### config.mk
export PLATFORM = sky130hd
export DESIGN_NAME = cco_capture_compare
export DESIGN_NICKNAME = d
export VERILOG_FILES = /design/src/shared/cco_pkg.sv /design/src/rtl/cco_cap_input.sv /design/src/rtl/cco_capture_compare.sv
export VERILOG_INCLUDE_DIRS = /design/src /design/src/shared
export SDC_FILE = /design/constraint.sdc
export NUM_CORES = 1
export LEC_CHECK = 0
export ABC_CLOCK_PERIOD_IN_PS = 4600
export CORE_MARGIN = 1.5
export CORE_UTILIZATION = 45
export CTS_BUF_LIST = sky130_fd_sc_hd__clkbuf_4
export DETAILED_ROUTE_END_ITERATION = 10
export DONT_BUFFER_PORTS = 1
export GPL_TIMING_DRIVEN = 0
export HOLD_SLACK_MARGIN = 0.1
export PLACE_DENSITY = 0.69
export SYNTH_ARGS = -nofsm -noshare
export SYNTH_HDL_FRONTEND = slang
export SYNTH_SLANG_ARGS = --single-unit
export TNS_END_PERCENT = 30
### constraint.sdc
create_clock -name clk -period 4.6 [get_ports clk]
set_input_delay 0.92 -clock clk [delete_from_list [all_inputs] [get_ports clk]]
set_output_delay 0.92 -clock clk [all_outputs]
set_load 0.01 [all_outputs]
### src/shared/cco_defs.svh
// register offsets, codes and reset values of the capture/compare block
`ifndef CCO_DEFS_SVH
`define CCO_DEFS_SVH

// ==========================================================
// register byte offsets
`define CCO_OFF_CTL0 8'h00
`define CCO_OFF_CTL1 8'h04
`define CCO_OFF_CTL2 8'h08
`define CCO_OFF_VAL0 8'h10
`define CCO_OFF_VAL1 8'h14
`define CCO_OFF_VAL2 8'h18
`define CCO_OFF_VEC 8'h20
`define CCO_OFF_OVF 8'h24

// ==========================================================
// overflow register bit positions
`define CCO_B_OVF_FLAG 0
`define CCO_B_OVF_IE 1

// ==========================================================
// vector-number codes
`define CCO_VEC_NONE 4'h0
`define CCO_VEC_CH1 4'h2
`define CCO_VEC_CH2 4'h4
`define CCO_VEC_OVF 4'ha

// ==========================================================
// reset values
`define CCO_RST_VAL 16'h0000
`define CCO_RST_CTL 16'h0000

`endif

### src/shared/cco_pkg.sv
// types shared by the capture/compare block
package cco_pkg;

    // ======================================================
    // selectors
    typedef enum logic [1:0] {
        SRC_A = 2'h0,
        SRC_B = 2'h1,
        SRC_GND = 2'h2,
        SRC_VCC = 2'h3
    } cco_src_t;

    typedef enum logic [1:0] {
        EDGE_NONE = 2'h0,
        EDGE_RISE = 2'h1,
        EDGE_FALL = 2'h2,
        EDGE_BOTH = 2'h3
    } cco_edge_t;

    typedef enum logic [2:0] {
        OM_OUT = 3'h0,
        OM_SET = 3'h1,
        OM_TOG_RST = 3'h2,
        OM_SET_RST = 3'h3,
        OM_TOG = 3'h4,
        OM_RST = 3'h5,
        OM_TOG_SET = 3'h6,
        OM_RST_SET = 3'h7
    } cco_outmode_t;

    // ======================================================
    // capture front end setup
    typedef struct packed {
        cco_edge_t edge_select_field;
        cco_src_t input_source_field;
        logic sync_trigger_bit;
    } cco_capcfg_t;

    // software written channel setup
    typedef struct packed {
        cco_capcfg_t cap;
        logic channel_kind_select;
        cco_outmode_t output_mode_field;
        logic channel_irq_enable;
        logic output_value;
    } cco_cfg_t;

    // channel control word as seen on the bus
    typedef struct packed {
        cco_edge_t edge_select_field;
        cco_src_t input_source_field;
        logic sync_trigger_bit;
        logic latched_input_bit;
        logic reserved;
        logic channel_kind_select;
        cco_outmode_t output_mode_field;
        logic channel_irq_enable;
        logic input_level_bit;
        logic output_value;
        logic overrun_flag;
        logic channel_flag;
    } cco_ctl_t;

endpackage : cco_pkg

### src/rtl/cco_cap_input.sv
// capture input front end: source select, edge detect, optional sync
`timescale 1ns/1ps

module cco_cap_input (
    // clock and reset
    input wire logic clk,
    input wire logic rst,
    // capture sources
    input wire logic source_input_a,
    input wire logic source_input_b,
    // setup
    input wire cco_pkg::cco_capcfg_t cfg,
    // results
    output logic level,
    output logic capture
);

    // ======================================================
    // source select
    logic sel_now;
    logic lvl_ff;
    logic cap_ff;
    logic cap_sync_ff;
    logic rise;
    logic fall;
    logic edge_hit;

    always_comb begin
        case (cfg.input_source_field)
            cco_pkg::SRC_A: sel_now = source_input_a;
            cco_pkg::SRC_B: sel_now = source_input_b;
            cco_pkg::SRC_GND: sel_now = 1'b0;
            cco_pkg::SRC_VCC: sel_now = 1'b1;
            default: sel_now = 1'b0;
        endcase
    end

    always_ff @(posedge clk) begin
        if (rst) begin
            lvl_ff <= 1'b0;
        end else begin
            lvl_ff <= sel_now;
        end
    end

    // ======================================================
    // edge detect
    assign rise = sel_now & ~lvl_ff;
    assign fall = ~sel_now & lvl_ff;

    always_comb begin
        case (cfg.edge_select_field)
            cco_pkg::EDGE_RISE: edge_hit = rise;
            cco_pkg::EDGE_FALL: edge_hit = fall;
            cco_pkg::EDGE_BOTH: edge_hit = rise | fall;
            default: edge_hit = 1'b0;
        endcase
    end

    always_ff @(posedge clk) begin
        if (rst) begin
            cap_ff <= 1'b0;
            cap_sync_ff <= 1'b0;
        end else begin
            cap_ff <= edge_hit;
            cap_sync_ff <= cap_ff;
        end
    end

    // sync costs one timer clock but keeps the capture off the edge
    assign capture = cfg.sync_trigger_bit ? cap_sync_ff : cap_ff;
    assign level = lvl_ff;

endmodule : cco_cap_input

### src/rtl/cco_capture_compare.sv
// capture/compare channels, output units and interrupt steering
//
// Added by the designer: the APB register port and the register addresses.
`timescale 1ns/1ps
`include "cco_defs.svh"

module cco_capture_compare #(
    parameter int TW = 16
) (
    // clock and reset
    input wire logic clk,
    input wire logic rst,
    // apb slave
    input wire logic psel,
    input wire logic penable,
    input wire logic pwrite,
    input wire logic [7:0] paddr,
    input wire logic [31:0] pwdata,
    output logic [31:0] prdata,
    output logic pready,
    output logic pslverr,
    // timer counter
    input wire logic [TW-1:0] timer_count,
    input wire logic count_tick,
    input wire logic timer_clear,
    input wire logic overflow_event,
    // capture sources
    input wire logic [2:0] source_input_a,
    input wire logic [2:0] source_input_b,
    // interrupt handshake
    input wire logic global_irq_enable,
    input wire logic irq0_ack,
    output logic irq0_req,
    output logic irq_vec_req,
    // pins
    output logic [2:0] channel_output
);

    localparam int NCH = 3;

    // elaboration check: the count compare serves 2 to 16 bits only
    if (TW < 2 || TW > 16) begin : g_bad_tw
        $error("cco_capture_compare: TW must be 2..16");
    end

    localparam logic [7:0] CTL_OFF [NCH] = '{
        `CCO_OFF_CTL0, `CCO_OFF_CTL1, `CCO_OFF_CTL2};
    localparam logic [7:0] VAL_OFF [NCH] = '{
        `CCO_OFF_VAL0, `CCO_OFF_VAL1, `CCO_OFF_VAL2};

    // ======================================================
    // apb handshake
    logic pready_ff;
    logic pslverr_ff;
    logic [31:0] prdata_ff;
    logic [3:0] vec_ff;
    logic setup;
    logic access;
    logic wr;
    logic rd;
    logic hit_vec;
    logic hit_ovf;

    assign setup = psel & ~penable;
    assign access = psel & penable & pready_ff;
    assign wr = access & pwrite;
    assign rd = access & ~pwrite;
    assign hit_vec = (paddr == `CCO_OFF_VEC);
    assign hit_ovf = (paddr == `CCO_OFF_OVF);

    // ======================================================
    // channel state
    cco_pkg::cco_cfg_t cfg_ff [NCH];
    cco_pkg::cco_ctl_t ctl_rb [NCH];
    logic [TW-1:0] val_ff [NCH];
    logic [NCH-1:0] flag_ff;
    logic [NCH-1:0] ovr_ff;
    logic [NCH-1:0] latched_input_bit_ff;
    logic [NCH-1:0] unread_ff;
    logic [NCH-1:0] out_ff;
    logic [NCH-1:0] lvl;
    logic [NCH-1:0] cap_p;
    logic [NCH-1:0] cap_ev;
    logic [NCH-1:0] match;
    logic [NCH-1:0] wr_ctl;
    logic [NCH-1:0] wr_val;
    logic [NCH-1:0] rd_val;
    logic [NCH-1:0] vec_clr;
    logic ovf_flag_ff;
    logic ovf_ie_ff;
    logic ovf_clr;
    logic irq0_ff;
    logic irqv_ff;
    logic [3:0] vec_code;
    cco_pkg::cco_ctl_t wctl;

    assign wctl = cco_pkg::cco_ctl_t'(pwdata[15:0]);

    // ======================================================
    // per channel datapath
    for (genvar i = 0; i < NCH; i++) begin : g_ch
        logic period_hit;
        logic nxt_out;
        logic nxt_flag;

        assign wr_ctl[i] = wr & (paddr == CTL_OFF[i]);
        assign wr_val[i] = wr & (paddr == VAL_OFF[i]);
        assign rd_val[i] = rd & (paddr == VAL_OFF[i]);
        assign cap_ev[i] = cfg_ff[i].channel_kind_select & cap_p[i];
        assign match[i] = ~cfg_ff[i].channel_kind_select & count_tick
            & (timer_count == val_ff[i]);
        assign period_hit = match[0];

        cco_cap_input u_cap (
            .clk(clk),
            .rst(rst),
            .source_input_a(source_input_a[i]),
            .source_input_b(source_input_b[i]),
            .cfg(cfg_ff[i].cap),
            .level(lvl[i]),
            .capture(cap_p[i])
        );

        // setup register
        always_ff @(posedge clk) begin
            if (rst) begin
                cfg_ff[i] <= cco_pkg::cco_cfg_t'(0);
            end else if (wr_ctl[i]) begin
                cfg_ff[i].cap.edge_select_field <= wctl.edge_select_field;
                cfg_ff[i].cap.input_source_field <= wctl.input_source_field;
                cfg_ff[i].cap.sync_trigger_bit <= wctl.sync_trigger_bit;
                cfg_ff[i].channel_kind_select <= wctl.channel_kind_select;
                cfg_ff[i].output_mode_field <= wctl.output_mode_field;
                cfg_ff[i].channel_irq_enable <= wctl.channel_irq_enable;
                cfg_ff[i].output_value <= wctl.output_value;
            end
        end

        // value register, no shadow copy
        always_ff @(posedge clk) begin
            if (rst) begin
                val_ff[i] <= TW'(`CCO_RST_VAL);
            end else if (cap_ev[i]) begin
                val_ff[i] <= timer_count;
            end else if (wr_val[i]) begin
                val_ff[i] <= pwdata[TW-1:0];
            end
        end

        // channel flag: hardware set wins over any clear
        always_comb begin
            nxt_flag = flag_ff[i];
            if (wr_ctl[i]) begin
                nxt_flag = wctl.channel_flag;
            end
            if (vec_clr[i] || (i == 0 && irq0_ack)) begin
                nxt_flag = 1'b0;
            end
            if (cap_ev[i] || match[i]) begin
                nxt_flag = 1'b1;
            end
        end

        always_ff @(posedge clk) begin
            if (rst) begin
                flag_ff[i] <= 1'b0;
            end else begin
                flag_ff[i] <= nxt_flag;
            end
        end

        // overrun tracking
        always_ff @(posedge clk) begin
            if (rst) begin
                unread_ff[i] <= 1'b0;
            end else if (cap_ev[i]) begin
                unread_ff[i] <= 1'b1;
            end else if (rd_val[i]) begin
                unread_ff[i] <= 1'b0;
            end
        end

        always_ff @(posedge clk) begin
            if (rst) begin
                ovr_ff[i] <= 1'b0;
            end else if (cap_ev[i] && unread_ff[i] && !rd_val[i]) begin
                ovr_ff[i] <= 1'b1;
            end else if (wr_ctl[i]) begin
                ovr_ff[i] <= wctl.overrun_flag;
            end
        end

        always_ff @(posedge clk) begin
            if (rst) begin
                latched_input_bit_ff[i] <= 1'b0;
            end else if (match[i]) begin
                latched_input_bit_ff[i] <= lvl[i];
            end
        end

        // output unit
        always_comb begin
            nxt_out = out_ff[i];
            case (cfg_ff[i].output_mode_field)
                cco_pkg::OM_OUT: nxt_out = cfg_ff[i].output_value;
                cco_pkg::OM_SET: begin
                    if (match[i]) begin
                        nxt_out = 1'b1;
                    end else if (timer_clear) begin
                        nxt_out = 1'b0;
                    end
                end
                cco_pkg::OM_TOG_RST: begin
                    if (match[i]) nxt_out = ~out_ff[i];
                    if (period_hit) nxt_out = 1'b0;
                end
                cco_pkg::OM_SET_RST: begin
                    if (match[i]) nxt_out = 1'b1;
                    if (period_hit) nxt_out = 1'b0;
                end
                cco_pkg::OM_TOG: begin
                    if (match[i]) nxt_out = ~out_ff[i];
                end
                cco_pkg::OM_RST: begin
                    if (match[i]) nxt_out = 1'b0;
                end
                cco_pkg::OM_TOG_SET: begin
                    if (match[i]) nxt_out = ~out_ff[i];
                    if (period_hit) nxt_out = 1'b1;
                end
                cco_pkg::OM_RST_SET: begin
                    if (match[i]) nxt_out = 1'b0;
                    if (period_hit) nxt_out = 1'b1;
                end
                default: nxt_out = out_ff[i];
            endcase
        end

        // mode 0 bypasses the stored bit so the pin moves at the write
        always_ff @(posedge clk) begin
            if (rst) begin
                out_ff[i] <= 1'b0;
            end else if (wr_ctl[i] &&
                         wctl.output_mode_field == cco_pkg::OM_OUT) begin
                out_ff[i] <= wctl.output_value;
            end else begin
                out_ff[i] <= nxt_out;
            end
        end

        // bus view of the control word
        always_comb begin
            ctl_rb[i] = cco_pkg::cco_ctl_t'(`CCO_RST_CTL);
            ctl_rb[i].edge_select_field = cfg_ff[i].cap.edge_select_field;
            ctl_rb[i].input_source_field = cfg_ff[i].cap.input_source_field;
            ctl_rb[i].sync_trigger_bit = cfg_ff[i].cap.sync_trigger_bit;
            ctl_rb[i].latched_input_bit = latched_input_bit_ff[i];
            ctl_rb[i].channel_kind_select = cfg_ff[i].channel_kind_select;
            ctl_rb[i].output_mode_field = cfg_ff[i].output_mode_field;
            ctl_rb[i].channel_irq_enable = cfg_ff[i].channel_irq_enable;
            ctl_rb[i].input_level_bit = lvl[i];
            ctl_rb[i].output_value = cfg_ff[i].output_value;
            ctl_rb[i].overrun_flag = ovr_ff[i];
            ctl_rb[i].channel_flag = flag_ff[i];
        end
    end

    // ======================================================
    // timer overflow flag
    always_ff @(posedge clk) begin
        if (rst) begin
            ovf_ie_ff <= 1'b0;
        end else if (wr && hit_ovf) begin
            ovf_ie_ff <= pwdata[`CCO_B_OVF_IE];
        end
    end

    always_ff @(posedge clk) begin
        if (rst) begin
            ovf_flag_ff <= 1'b0;
        end else if (overflow_event) begin
            ovf_flag_ff <= 1'b1;
        end else if (ovf_clr) begin
            ovf_flag_ff <= 1'b0;
        end else if (wr && hit_ovf) begin
            ovf_flag_ff <= pwdata[`CCO_B_OVF_FLAG];
        end
    end

    // ======================================================
    // vector-number generator
    always_comb begin
        if (flag_ff[1] && cfg_ff[1].channel_irq_enable) begin
            vec_code = `CCO_VEC_CH1;
        end else if (flag_ff[2] && cfg_ff[2].channel_irq_enable) begin
            vec_code = `CCO_VEC_CH2;
        end else if (ovf_flag_ff && ovf_ie_ff) begin
            vec_code = `CCO_VEC_OVF;
        end else begin
            vec_code = `CCO_VEC_NONE;
        end
    end

    // code latched in setup is the one cleared, so read and clear agree
    assign vec_clr[0] = 1'b0;
    assign vec_clr[1] = access & hit_vec & (vec_ff == `CCO_VEC_CH1);
    assign vec_clr[2] = access & hit_vec & (vec_ff == `CCO_VEC_CH2);
    assign ovf_clr = access & hit_vec & (vec_ff == `CCO_VEC_OVF);

    always_ff @(posedge clk) begin
        if (rst) begin
            vec_ff <= `CCO_VEC_NONE;
        end else if (setup && hit_vec) begin
            vec_ff <= vec_code;
        end
    end

    // ======================================================
    // interrupt requests
    always_ff @(posedge clk) begin
        if (rst) begin
            irq0_ff <= 1'b0;
            irqv_ff <= 1'b0;
        end else begin
            irq0_ff <= global_irq_enable & flag_ff[0]
                & cfg_ff[0].channel_irq_enable;
            irqv_ff <= global_irq_enable
                & (vec_code != `CCO_VEC_NONE);
        end
    end

    // ======================================================
    // apb read mux and answer
    logic [31:0] rd_mux;
    logic rd_err;

    always_comb begin
        rd_mux = 32'h0000_0000;
        rd_err = 1'b1;
        for (int k = 0; k < NCH; k++) begin
            if (paddr == CTL_OFF[k]) begin
                rd_mux = {16'h0000, ctl_rb[k]};
                rd_err = 1'b0;
            end
            if (paddr == VAL_OFF[k]) begin
                rd_mux = 32'(val_ff[k]);
                rd_err = 1'b0;
            end
        end
        if (hit_vec) begin
            rd_mux = {28'h000_0000, vec_code};
            rd_err = 1'b0;
        end
        if (hit_ovf) begin
            rd_mux = {30'h0000_0000, ovf_ie_ff, ovf_flag_ff};
            rd_err = 1'b0;
        end
    end

    always_ff @(posedge clk) begin
        if (rst) begin
            pready_ff <= 1'b0;
            pslverr_ff <= 1'b0;
            prdata_ff <= 32'h0000_0000;
        end else begin
            pready_ff <= setup;
            if (setup) begin
                pslverr_ff <= rd_err;
                prdata_ff <= pwrite ? 32'h0000_0000 : rd_mux;
            end else begin
                pslverr_ff <= 1'b0;
            end
        end
    end

    // ======================================================
    // outputs
    assign prdata = prdata_ff;
    assign pready = pready_ff;
    assign pslverr = pslverr_ff;
    assign irq0_req = irq0_ff;
    assign irq_vec_req = irqv_ff;
    assign channel_output = out_ff;

endmodule : cco_capture_compare

## After elaboration in Yosys (flattened, before gate mapping)

Memories as Yosys holds them, arrays and structs flattened.
Index checks and enable logic that the tools add are counted.

| word-level totals | value |
|---|---|
| register bits after elaboration | 66 |
| bits in writable memories | 81 |
| output and inout bits | 39 |
| logic and storage cells | 352 |
| memories | 2 |

Memory list:

| name | words | width | read ports | clocked after memory_dff | wr ports | RTL line | text |
|---|---|---|---|---|---|---|---|
| val_ff | 3 | 16 | 3 | 0 | 3 | cco_capture_compare.sv:75 | `logic [TW-1:0] val_ff [NCH];` |
| cfg_ff | 3 | 11 | 3 | 0 | 3 | cco_capture_compare.sv:73 | `cco_pkg::cco_cfg_t cfg_ff [NCH];` |

| operators by class | value |
|---|---|
| equal/unequal tests | 60 |
| multiplexer cells | 132 |
| bitwise operators | 81 |
| reduce and logical (&&, ||, !) cells | 45 |

Operators by type and width:

| operator | number |
|---|---|
| $mux 32 | 8 |
| $mux 16 | 7 |
| $mux 1 | 96 |
| $eq 16x16->1 | 3 |
| $and 1x1->1 | 36 |
| $eq 3x3->1 const B | 12 |
| $or 1x1->1 | 30 |
| $eq 2x2->1 const B | 12 |
| $eq 8x5->1 const B | 3 |
| $ne 4x4->1 const B | 5 |
| $eq 3x2->1 const B | 6 |
| $eq 8x6->1 const B | 2 |
| $pmux 1 s8 | 2 |
| $not 1->1 | 15 |
| $logic_and 1x1->1 | 14 |
| $eq 2x1->1 const B | 6 |
| $logic_not 3->1 | 4 |
| $mux 2 | 6 |
| $mux 4 | 3 |
| $pmux 1 s4 | 3 |
| $reduce_bool 2->1 | 6 |
| $reduce_bool 3->1 | 4 |
| $eq 3x1->1 const B | 3 |
| $mux 3 | 3 |
| other kinds (19) | 29 |

## Logic depth before layout (Yosys ltp)

| depth | value |
|---|---|
| depth after elaboration | 10 |
| depth in mapped cells | 11 |
| mapped depth without buffers | 10 |

## Cells and area by module

A second synthesis with hierarchy kept.

| second synthesis, totals | value |
|---|---|
| cell total of the unflattened synthesis | 662 |
| area total of the unflattened synthesis | 7093.1 um^2 |

By module, submodules not included:

| module | instances | cells each | area an instance (um^2) |
|---|---|---|---|
| cco_capture_compare | 1 | 611 | 6601.3 |
| cco_cap_input | 3 | 17 | 163.9 |

## Worst setup path before layout

OpenSTA, ideal clock, no wires.

| path | value |
|---|---|
| path kind | input to register |
| start point | input paddr[4] |
| end point | memory val_ff[1][0], enable pin |
| setup time | 0.447 ns |
| arrival time | 3.534 ns |
| data required time | 4.153 ns |
| path slack | 0.619 ns |
| stages on the path | 4 |
| cell sequence | buf_2 -> buf_2 -> nand3_1 -> o311ai_0 |

RTL lines:

| item | RTL line | text |
|---|---|---|
| start, declared | cco_capture_compare.sv:17 | `input wire logic [7:0] paddr,` |
| end, declared | cco_capture_compare.sv:75 |  |

==> out/results.ini <==
[status]
status=complete, no violations

[sta]
rsz0062_at_grt=no
fin_skew_ps=15.84
finalHoldViolCount=0
fin_crit_sh_pct=65.77
worst_slack_ps=1574
drv_slew=0
setup_tns_ps=0
worst_slew_pin_slew_ps=859.4
min_period_ps=3026
max_freq_mhz=330.5
setup_viol=0
relSlewSlack_pct=42.71

[routing]
via_per_inst=6.142
post_drt_wl_per_cell_um=24.22
ant_nets=0
route.detailed.drc=0
drtPass1Iterations=5
num_vias=5835
drt_iter0_drc=596
routed_wirelength_um=23010

[synthesis]
synthAdderAreaFrac_pct=1.370
yosysSeqAreaShare_pct=46.71
yosys_warnings=0
synth.largest_area_cell=edfxtp_1
ys.flop_type=edfxtp_1
synth_enable_flop_cells=81
synthSimpleGateAreaFrac_pct=16.70
ys_types=67
synthesis.instances=685
synth_top_area_share_pct=33.29
async_flop_share_pct=0
synthXorXnorAreaFrac_pct=5.753
synth_seq_cells=130
syn_area_per_cell_sq_um=10.67
synth.cell_area_sq_um=7307
synth_top_family_by_area=simple AND/OR/NAND/NOR gates
muxShareOfSynthArea_pct=6.695
synth_area_leaders=edfxtp_1 (33%), dfxtp_1 (13%), mux4_2 (4.0%), a22o_1 (3.8%), xor2_1 (3.5%)
synth-compound-area-share_pct=15.87

[setup_path]
crit_fanout=16
critPathKind=flop to flop
cp-start-kind=flop
endpoint_kind=flop
critPathRequiredTime_ps=4790
r2r_start=pready
cp-startpoint=pready
arrival_ps=3210
rr_endpoint=val_ff[0][3]
regToRegSetupSlack_ps=1570
rr_worst_depth=4

[clock_tree]
cts_tree=built
cts_made_buffers=17
cts_hold_buffers=0
cts.sinks=130
clock_path_buffers=2
post_cts_buffers=0
clockRootBuffer=clkbuf_4
htreeDepth=4
post_cts_resize_count=0
clkLatencyLatePin_ps=560
clk_pin_slew_ps=130

[grt]
grt_pass1_vias=5706
grt_remaining_overflow=0
track_usage_pct=27.81
antenna_found_initial=0
grt_max_degree=17
grt_pass1_wl_um=33740

[hold_path]
holdPathStages=1
whs_endpoint=g_ch[2].u_cap.cap_sync_ff
holdCritStartpoint=g_ch[2].u_cap.cap_ff
min_path_type=flop to flop

[power_and_ir_drop]
power_density_nw_per_um2=298.1
p_leak_nw=2.985
irDropWorstVdd_uv=156.1

[placed_design]
pre_cts_slack_ps=1112
port_buffers=0
hpwl_um=17460
routabilityCongestion=0.9738

[finish]
multiInputGateArea_sq_um=3457
fillerInstances=1473
ff_latch_area_sq_um=3413
antennaDiodeCount=0
layout.nets=801
final_common_cell=edfxtp_1
drive_gt1_share_pct=16.76
syn2layout_area_growth_pct=9.041
layout_common_cells=edfxtp_1 (81), nor2_1 (64), a21oi_1 (49), dfxtp_1 (49), nand2_1 (43)

[die]
die_w_um=130.4
die_area_sq_um=17010
core_area_sq_um=15890
ios=111
die_h_um=130.4
start_util_pct=46.00
placementRows=46

[job]
drv_cap=0

## per-layer routing
layer	GRT usage, %	part of all wire, %	up-vias	wire [um]
met2	44.33	47	387	10780
met3	8.388	10	60	2391
li1	-	-	2570	-
met1	35.90	40	2818	9118
met4	10.41	3.1	0	722
met5	0	0	-	0
## kinds of logic after synthesis
logic type                 count (synthesis)
AOI/OAI and AO/OA                        160
other                                      1
muxes                                     32
and+or+nand+nor                          218
xor gates and xnor gates                  48
adders and majority gates                  8
DFF                                      130
buffers and inverters                     88
## synth_stat cells, types with 4 or more instances
| master | count |
|---|---|
| xnor2_1 | 19 |
| o21ai_0 | 8 |
| and3_1 | 17 |
| buf_2 | 12 |
| mux2i_1 | 14 |
| nand4_1 | 9 |
| a22o_1 | 32 |
| o22ai_1 | 17 |
| clkbuf_1 | 23 |
| nand3_1 | 10 |
| mux4_2 | 13 |
| mux2_2 | 5 |
| nor2_1 | 64 |
| o221ai_1 | 4 |
| buf_6 | 7 |
| inv_1 | 21 |
| a22oi_2 | 9 |
| xor2_1 | 29 |
| dfxtp_1 | 49 |
| nor2b_1 | 6 |
| a21oi_1 | 49 |
| ha_1 | 8 |
| o211ai_1 | 4 |
| nand2_1 | 43 |
| nor4_1 | 5 |
| a22oi_1 | 6 |
| nor3_1 | 6 |
| and2_1 | 26 |
| buf_4 | 23 |
| edfxtp_1 | 81 |
## worst max-delay path by stage
stage,end,slack (ps)
after floorplan,val_ff[1][0],620
after global placement,val_ff[1][13],-1060
after detailed placement,val_ff[0][13],1110
after CTS,val_ff[0][3],1650
after global routing,channel_output[1],1470
final,val_ff[0][3],1570
## stage by stage
step                instance area, sq um  cells  hold slack [ps]  power [mW]  util (%)
floorplan                           7363    700            423.9       1.460         -
global placement                    7634    916            450.1       1.524     48.05
detailed placement                  7656    918            462.0       1.530     48.20
CTS                                 7968    950            468.9       2.370     50.16
global route                        7968    950            472.4       2.441     50.16
finish                              7968    950            477.9       2.375     50.16
## report_power, final
| group | switching (mW) | internal, mW |
|---|---|---|
| Combinational | 0.137 | 0.0808 |
| Clock | 0.485 | 0.380 |
| Sequential | 0.0277 | 1.26 |
| Total | 0.650 | 1.73 |
## worst max-delay path, cell delays in order, from the launching register on
cell and delay, ps:
dfxtp_1 410, nand3_1 240, nor3_2 640, nor3b_4 600, or3_1 750
## state kept, by name (all words and copies together), names as in the netlist, 9 cells and up
signal,cells
cfg_ff,33
ctl_rb,9
prdata,16
val_ff,48
## layout make-up
type | count | share of cell area, %
multi-input cells | 482 | 43.39
flip-flops and latches | 130 | 42.84
plain buffers | 67 | 5.292
well taps | 216 | 3.392
clock inverters | 15 | 2.308
clock buffers | 17 | 1.602
inverters | 21 | 0.9893
repair buffers | 2 | 0.1884
Power figures use the tool's default switching activity.
